<file path="config.mk">
export PLATFORM = sky130hd
export DESIGN_NAME = fan_floor_policy
export DESIGN_NICKNAME = d
export VERILOG_FILES = /design/src/hdl/fan_floor_pkg.sv /design/src/hdl/fan_floor_policy.sv
export VERILOG_INCLUDE_DIRS = /design/src /design/src/hdl
export SDC_FILE = /design/constraint.sdc
export NUM_CORES = 1
export LEC_CHECK = 0
export BUFFER_PORTS_ARGS = -buffer_cell sky130_fd_sc_hd__buf_2
export CORE_MARGIN = 3
export CORE_UTILIZATION = 50
export DETAILED_ROUTE_END_ITERATION = 10
export HOLD_SLACK_MARGIN = 0.12
export PLACE_DENSITY = 0.83
export SYNTH_ARGS = -nofsm -noshare
export SYNTH_HDL_FRONTEND = slang
export SYNTH_SLANG_ARGS = --single-unit
</file>
<file path="constraint.sdc">
create_clock -name ref_clk -period 5.9 [get_ports ref_clk]
set_input_delay 0.885 -clock ref_clk [delete_from_list [all_inputs] [get_ports ref_clk]]
set_output_delay 0.885 -clock ref_clk [all_outputs]
set_load 0.005 [all_outputs]
</file>
<file path="src/hdl/fan_floor_defines.svh">
// Overview of operation
// - Auto mode, channel 1 below floor: output 0% if select bit 0, else minimum duty.
// - Auto mode, channel 2 below floor: output 0% if select bit 0, else minimum duty.
// - Auto mode, channel 3 below floor: output 0% if select bit 0, else minimum duty.
// - After the lock bit is set, writes to the floor select register are ignored.
`ifndef FAN_FLOOR_DEFINES_SVH
`define FAN_FLOOR_DEFINES_SVH

// ****************************************
// Register indices, byte address is index times four
// ****************************************
`define IDX_RAMP2 8'h63
`define IDX_CFG1 8'h40
`define IDX_AUTO 8'h5C
`define IDX_MIN_BASE 8'h64
`define IDX_MAN_BASE 8'h30
`define IDX_STAT 8'h70

// ****************************************
// Fields and reset values
// ****************************************
`define FLOOR_SEL_LSB 5
`define LOCK_BIT 1
`define RAMP2_RST 8'h00
`define AUTO_RST 3'h0
`define DUTY_RST 8'h00
`define NUM_CH 3

// ****************************************
// Timing
// ****************************************
`define PWM_PERIOD 8'hFF
`define PWM_DIV_DEFAULT 4

`endif

</file>
<file path="src/hdl/fan_floor_pkg.sv">
package fan_floor_pkg;

  typedef logic [7:0] duty_t;

  typedef enum logic [2:0] {
    SEL_NONE = 3'h0,
    SEL_RAMP2 = 3'h1,
    SEL_CFG1 = 3'h2,
    SEL_AUTO = 3'h3,
    SEL_MIN = 3'h4,
    SEL_MAN = 3'h5,
    SEL_STAT = 3'h6
  } reg_sel_t;

  typedef struct packed {
    logic hit;
    logic wr;
    logic [7:0] idx;
  } ahb_req_t;

endpackage

</file>
<file path="src/hdl/fan_floor_policy.sv">
`timescale 1ns/1ps
`include "fan_floor_defines.svh"

module fan_floor_policy #(
  parameter int PWM_DIV = `PWM_DIV_DEFAULT
) (
  input wire logic ref_clk,
  input wire logic rstn,
  input wire logic hsel,
  input wire logic [31:0] haddr,
  input wire logic [1:0] htrans,
  input wire logic hwrite,
  input wire logic [2:0] hsize,
  input wire logic [31:0] hwdata,
  input wire logic hready,
  output logic hreadyout,
  output logic hresp,
  output logic [31:0] hrdata,
  input wire logic [2:0] below_tmin,
  input wire logic [2:0][7:0] auto_duty,
  output logic fan_drive_out_1,
  output logic fan_drive_out_2,
  output logic fan_drive_out_3
);

  // ****************************************
  // Address decode
  // ****************************************
  function automatic fan_floor_pkg::reg_sel_t decode(input logic [7:0] idx);
    fan_floor_pkg::reg_sel_t s;
    s = fan_floor_pkg::SEL_NONE;
    if (idx == `IDX_RAMP2) s = fan_floor_pkg::SEL_RAMP2;
    else if (idx == `IDX_CFG1) s = fan_floor_pkg::SEL_CFG1;
    else if (idx == `IDX_AUTO) s = fan_floor_pkg::SEL_AUTO;
    else if (idx == `IDX_STAT) s = fan_floor_pkg::SEL_STAT;
    else if (idx[7:2] == 6'(`IDX_MIN_BASE >> 2) && idx[1:0] != 2'h3) s = fan_floor_pkg::SEL_MIN;
    else if (idx[7:2] == 6'(`IDX_MAN_BASE >> 2) && idx[1:0] != 2'h3) s = fan_floor_pkg::SEL_MAN;
    return s;
  endfunction

  logic acc;
  fan_floor_pkg::ahb_req_t req_ff, nxt_req;
  fan_floor_pkg::reg_sel_t wsel, rsel;

  assign hreadyout = 1'b1;
  assign hresp = 1'b0;
  assign acc = hsel && htrans[1] && hready && hsize == 3'h2 && haddr[1:0] == 2'h0 && haddr[31:10] == 22'h0;
  assign wsel = (req_ff.hit && req_ff.wr) ? decode(req_ff.idx) : fan_floor_pkg::SEL_NONE;
  assign rsel = (acc && !hwrite) ? decode(haddr[9:2]) : fan_floor_pkg::SEL_NONE;

  always_comb begin
    nxt_req = req_ff;
    if (hready) begin
      nxt_req.hit = acc;
      nxt_req.wr = hwrite;
      nxt_req.idx = haddr[9:2];
    end
  end

  always_ff @(posedge ref_clk or negedge rstn) begin
    if (!rstn) begin
      req_ff <= '0;
    end else begin
      req_ff <= nxt_req;
    end
  end

  // ****************************************
  // Register file
  // ****************************************
  logic [7:0] ramp2_ff, nxt_ramp2;
  logic lock_ff, nxt_lock;
  logic [2:0] auto_en_ff, nxt_auto_en;
  fan_floor_pkg::duty_t [2:0] min_duty_ff, nxt_min_duty;
  fan_floor_pkg::duty_t [2:0] man_duty_ff, nxt_man_duty;
  logic [31:0] hrdata_ff, nxt_hrdata;
  logic [2:0] floor_act;
  logic [2:0] floor_sel;

  assign floor_sel = ramp2_ff[`FLOOR_SEL_LSB +: 3];

  always_comb begin
    nxt_ramp2 = ramp2_ff;
    nxt_lock = lock_ff;
    nxt_auto_en = auto_en_ff;
    nxt_min_duty = min_duty_ff;
    nxt_man_duty = man_duty_ff;
    unique case (wsel)
      fan_floor_pkg::SEL_RAMP2: begin
        if (!lock_ff) nxt_ramp2 = hwdata[7:0];
      end
      fan_floor_pkg::SEL_CFG1: begin
        if (hwdata[`LOCK_BIT]) nxt_lock = 1'b1;
      end
      fan_floor_pkg::SEL_AUTO: nxt_auto_en = hwdata[2:0];
      fan_floor_pkg::SEL_MIN: nxt_min_duty[req_ff.idx[1:0]] = hwdata[7:0];
      fan_floor_pkg::SEL_MAN: nxt_man_duty[req_ff.idx[1:0]] = hwdata[7:0];
      fan_floor_pkg::SEL_NONE, fan_floor_pkg::SEL_STAT: begin
      end
      default: begin
      end
    endcase
  end

  always_comb begin
    nxt_hrdata = hrdata_ff;
    if (acc) nxt_hrdata = 32'h0;
    unique case (rsel)
      fan_floor_pkg::SEL_RAMP2: nxt_hrdata = {24'h0, nxt_ramp2};
      fan_floor_pkg::SEL_CFG1: nxt_hrdata = {30'h0, nxt_lock, 1'b0};
      fan_floor_pkg::SEL_AUTO: nxt_hrdata = {29'h0, nxt_auto_en};
      fan_floor_pkg::SEL_MIN: nxt_hrdata = {24'h0, nxt_min_duty[haddr[3:2]]};
      fan_floor_pkg::SEL_MAN: nxt_hrdata = {24'h0, nxt_man_duty[haddr[3:2]]};
      fan_floor_pkg::SEL_STAT: nxt_hrdata = {26'h0, floor_act, below_tmin};
      fan_floor_pkg::SEL_NONE: begin
      end
      default: begin
      end
    endcase
  end

  always_ff @(posedge ref_clk or negedge rstn) begin
    if (!rstn) begin
      ramp2_ff <= `RAMP2_RST;
      lock_ff <= 1'b0;
      auto_en_ff <= `AUTO_RST;
      min_duty_ff <= '0;
      man_duty_ff <= '0;
      hrdata_ff <= 32'h0;
    end else begin
      ramp2_ff <= nxt_ramp2;
      lock_ff <= nxt_lock;
      auto_en_ff <= nxt_auto_en;
      min_duty_ff <= nxt_min_duty;
      man_duty_ff <= nxt_man_duty;
      hrdata_ff <= nxt_hrdata;
    end
  end

  assign hrdata = hrdata_ff;

  // ****************************************
  // Duty selection per channel
  // ****************************************
  fan_floor_pkg::duty_t [2:0] duty_ff, nxt_duty;

  for (genvar i = 0; i < `NUM_CH; i++) begin : g_ch
    assign floor_act[i] = auto_en_ff[i] && below_tmin[i];
    always_comb begin
      if (floor_act[i]) begin
        nxt_duty[i] = floor_sel[i] ? min_duty_ff[i] : `DUTY_RST;
      end else if (auto_en_ff[i]) begin
        nxt_duty[i] = auto_duty[i];
      end else begin
        nxt_duty[i] = man_duty_ff[i];
      end
    end
  end

  always_ff @(posedge ref_clk or negedge rstn) begin
    if (!rstn) begin
      duty_ff <= '0;
    end else begin
      duty_ff <= nxt_duty;
    end
  end

  // ****************************************
  // PWM generator
  // ****************************************
  logic [15:0] div_ff, nxt_div;
  logic step;
  logic [7:0] pwm_cnt_ff, nxt_pwm_cnt;
  logic [2:0] out_ff, nxt_out;

  assign step = div_ff == 16'(PWM_DIV - 1);

  always_comb begin
    nxt_div = step ? 16'h0 : div_ff + 16'h1;
    nxt_pwm_cnt = pwm_cnt_ff;
    if (step) nxt_pwm_cnt = (pwm_cnt_ff == `PWM_PERIOD - 8'h1) ? 8'h0 : pwm_cnt_ff + 8'h1;
    for (int k = 0; k < `NUM_CH; k++) begin
      nxt_out[k] = duty_ff[k] > pwm_cnt_ff;
    end
  end

  always_ff @(posedge ref_clk or negedge rstn) begin
    if (!rstn) begin
      div_ff <= 16'h0;
      pwm_cnt_ff <= 8'h0;
      out_ff <= 3'h0;
    end else begin
      div_ff <= nxt_div;
      pwm_cnt_ff <= nxt_pwm_cnt;
      out_ff <= nxt_out;
    end
  end

  assign fan_drive_out_1 = out_ff[0];
  assign fan_drive_out_2 = out_ff[1];
  assign fan_drive_out_3 = out_ff[2];

  // ****************************************
  // Period audit
  // ****************************************
  logic wrap;
  logic wrap_ff, nxt_wrap;
  logic [2:0] dirty_ff, nxt_dirty;
  fan_floor_pkg::duty_t [2:0] duty_dly_ff, nxt_duty_dly;
  logic [2:0][15:0] hi_cnt_ff, nxt_hi_cnt;

  assign wrap = step && pwm_cnt_ff == `PWM_PERIOD - 8'h1;

  always_comb begin
    nxt_wrap = wrap;
    nxt_duty_dly = duty_ff;
    for (int k = 0; k < `NUM_CH; k++) begin
      if (wrap_ff) begin
        nxt_dirty[k] = 1'b0;
        nxt_hi_cnt[k] = 16'h0;
      end else begin
        nxt_dirty[k] = dirty_ff[k] || duty_ff[k] != duty_dly_ff[k];
        nxt_hi_cnt[k] = hi_cnt_ff[k] + 16'(out_ff[k]);
      end
    end
  end

  always_ff @(posedge ref_clk or negedge rstn) begin
    if (!rstn) begin
      wrap_ff <= 1'b0;
      dirty_ff <= 3'h7;
      duty_dly_ff <= '0;
      hi_cnt_ff <= '0;
    end else begin
      wrap_ff <= nxt_wrap;
      dirty_ff <= nxt_dirty;
      duty_dly_ff <= nxt_duty_dly;
      hi_cnt_ff <= nxt_hi_cnt;
    end
  end

  for (genvar i = 0; i < `NUM_CH; i++) begin : g_audit

  end
endmodule

</file>
==> impl_metrics.toml <==
[synth]
synthesis.area_per_instance_um2 = 10.1
synth.cell_area_um2 = 7220
synth.yosys.warnings = 0
synth_top_flop_cell = "sky130_fd_sc_hd__dfrtp_1"
synth_seq_area_share_pct = 44.7
synth_enable_flop_cells = 0
synth.lib_cells_used.distinct = 71
synth-seq-cells = 129
async_flop_share_pct = 100
synthCells = 718

[clock_tree]
cts_root_buf = "sky130_fd_sc_hd__clkbuf_16"
number_of_buffers_added_by_the_clock_tree_synthesis_step = 17
clock_path_buffers = 2
cts_sinks = 129
post_cts_resize_count = 0
cts_tree = "yes"
cts_hold_repair.buffers = 0
cts_setup_buffers = 0
clk_pin_slew_worst_paths_ns = 0.05
htree_num_levels = 4
clock_insertion_delay_worst_skew_ns = 0.42

[layout]
finalCoreUtilization_pct = 58.6
multi_input_comb_area_um2 = 3690
area.growth.synth_to_final_pct = 13.6
nFillCells = 1178
seqCellArea_um2 = 3230
num-nets-final = 922
post-route-cell-area_um2 = 8200
share_of_cells_above_drive_strength_1_pct = 23.5
ant_diodes = 0

[detailed_routing]
routed_wl_um = 18300
drt_pre_antenna_iters = 8
route.detailed.wl_per_inst_um = 18.6
drt-initial-drc-count = 599
route.vias.total = 5943
drt_drc_violations_left = 0
post_drt_via_cell_ratio = 6.04
route.antenna.remaining_nets = 0

[worst_hold_path]
worst_hold_launch = "pwm_cnt_ff[4]"
worst_hold_path_type = "reg -> reg"

[worst_setup_path]
r2r_start = "req_ff[7]"
worst_setup_path_startpoint = "req_ff[7]"
crit_chain = "nor4bb_2 > nand4_1 > mux2_2 > o221ai_1 > nand3_1 > and4b_1 > nand3_1"
critical_path.slowest_cell = "sky130_fd_sc_hd__nand4_1"
cp.arrival_ns = 3.62
worst_ep_required_time_ns = 6.25
crit_path_max_incr_delay_ns = 0.79
setup.worst_path.start_class = "flip-flop"
worstSetupEndpointType = "flip-flop"
crit_family = "simple AND/OR/NAND/NOR gates"
critical_path_peak_fanout = 14
cp.buffers_inverters = 0
crit_top_cell = "sky130_fd_sc_hd__nand3_1"
cp_class = "reg -> reg"

[place]
gp_congestion = 0.880
dpl.hpwl_um = 13000
place.port_buffers = 86
placed_cell_area_um2 = 7660
preCtsSetupSlack_ns = 2.52

[grt]
use_met2_pct = 38.5
gr-total-overflow = 0
grt_use_total_pct = 23.6
grt_antenna_before_repair = 0
grt_pass1_wl_um = 29800
met1_usage_pct = 30.1
first_global_vias = 5879
gr-max-usage-layer = "met2"
grt_start_max_net_pins = 71
groute.layer.met3.usage_pct = 5.85

[sta]
timing.final.hold_violations = 0
final_min_period_over_clock_period_pct = 55.4
finalCriticalPeriod_ns = 3.27
final_setup_vio_count = 0
totalNegativeSetupSlack_ns = 0
hold-worst-slack_ns = 0.479
tightest_pin_transition_ns = 1.18
final_critical_path_setup_slack_ns = 2.63
rsz0062_at_grt = "false"
worst_slew_margin_rel_pct = 21.0
timing.final.max_slew_violations = 0
achievable-frequency_mhz = 306
finClkSkew_ns = 0.00763

[power_and_ir_drop]
power.leakage_nw = 3.80
power-per-cell-area_nw_per_um2 = 249
worst_ir_drop_vdd_mv = 0.216

[outcome]
run_status = "finished clean"

[die]
design.portCount = 138
fp-row-count = 43
core_um2 = 14000
die_ht_um = 126
floorplan.die.width_um = 126
start_util_pct = 51.6
floorplan.die_area_um2 = 15900

[run]
max_cap_viol_count = 0
==> registers in the layout, summed over array words and instances (netlist names) <==
name	flops
man_duty_ff	24
out_ff	3
req_ff	10
div_ff	16
duty_ff	24
lock_ff	1
pwm_cnt_ff	8
auto_en_ff	3
hrdata	8
ramp2_ff	8
min_duty_ff	24
==> worst register-to-register path: cells and delay by family, from the launching register on <==
family           cells  cell delay [ns]
AND/OR/NAND/NOR      5             1.85
multiplexers         1             0.61
flip-flops           1             0.46
AO/OA/AOI/OAI        1             0.28
==> cells in the final DEF (no fill, tap or decap), drive strengths merged, types with 5 or more instances in the layout <==
cell and n:
xor2 6, nand4 15, nand2b 22, mux2 52, nor3 11, dfrtp 129
buf 87, a31oi 16, o21ai 37, inv 20, o211ai 8, o21a 5
clkbuf 23, mux2i 9, ha 27, nor3b 5, nor2 50, conb 26
nand2 50, nand3 47, nor4b 5, a21oi 32, a211oi 7, nor4 10
and2 8, xnor2 9, nor2b 17, a21o 5, and3 6
==> layout make-up <==
| type | instances | share of cell area [%] |
|---|---|---|
| repair buffers | 87 | 5.37 |
| inverters | 20 | 0.915 |
| clock buffers | 23 | 5.95 |
| clock inverters | 6 | 0.702 |
| well taps | 180 | 2.75 |
| flip-flops and latches | 129 | 39.3 |
| multi-input cells | 539 | 45.0 |
==> worst paths after layout <==
| check | cells after the start | slack [ns] | to |
|---|---|---|---|
| worst max-delay path | 7 | 2.63 | hrdata[1] |
| worst min-delay path | 1 | 0.48 | pwm_cnt_ff[4] |
| worst max register to register | 7 | 2.63 | hrdata[1] |
| worst min register to register | 1 | 0.48 | pwm_cnt_ff[4] |
| max in group asynchronous | 2 | 4.01 | req_ff[0] |
| min in group asynchronous | 1 | 0.53 | div_ff[10] |
==> per-stage QoR <==
step           total power (W)  cells
2_1_floorplan          0.00102    742
3_3_place_gp           0.00108    955
3_5_place_dp           0.00108    955
4_1_cts                0.00205    984
5_1_grt                0.00212    984
6_report               0.00204    984
==> where the power goes <==
| group | leakage (nW) | total [W] | internal (W) | switching [W] |
|---|---|---|---|---|
| clock network | 0.271 | 0.000975 | 0.000613 | 0.000363 |
| registers | 1.60 | 0.000923 | 0.000905 | 0.0000182 |
| logic | 1.93 | 0.000145 | 0.0000592 | 0.0000853 |
==> cell usage after synthesis (all sizes together), types with 4 or more instances <==
master | n | area share [%]
dfrtp | 129 | 45
mux2 | 52 | 8.1
nand2 | 50 | 2.6
nor2 | 50 | 3.0
nand3 | 47 | 3.3
o21ai | 37 | 2.6
buf | 34 | 3.4
a21oi | 32 | 2.3
ha | 27 | 4.7
nand2b | 22 | 1.9
clkbuf | 20 | 1.0
inv | 20 | 1.0
nor2b | 17 | 1.5
a31oi | 16 | 1.4
nand4 | 15 | 1.5
nor3 | 11 | 0.76
nor4 | 10 | 0.87
mux2i | 9 | 1.2
xnor2 | 9 | 1.1
and2 | 8 | 0.73
o211ai | 8 | 0.83
a211oi | 7 | 0.80
and3 | 6 | 0.52
xor2 | 6 | 0.73
a21o | 5 | 0.54
nor3b | 5 | 0.52
nor4b | 5 | 0.99
o21a | 5 | 0.52
a32o | 4 | 0.55
and4b | 4 | 0.55
or3 | 4 | 0.36
==> routing by layer <==
layer | vias up | wire [um]
met5 | - | 0
met4 | 0 | 559
met3 | 47 | 1360
met2 | 295 | 8790
met1 | 2891 | 7580
li1 | 2710 | -
==> cells by family after synthesis <==
logic type | Yosys count | share of synthesized area, %
AOI/OAI and AO/OA | 141 | 12.9
xor gates and xnor gates | 15 | 1.82
adders and majority gates | 27 | 4.68
buffers and inverters | 74 | 5.49
DFF | 129 | 44.7
muxes | 61 | 9.35
other | 2 | 0.104
and+or+nand+nor | 269 | 21.0
(Power assumes the default switching activity.)
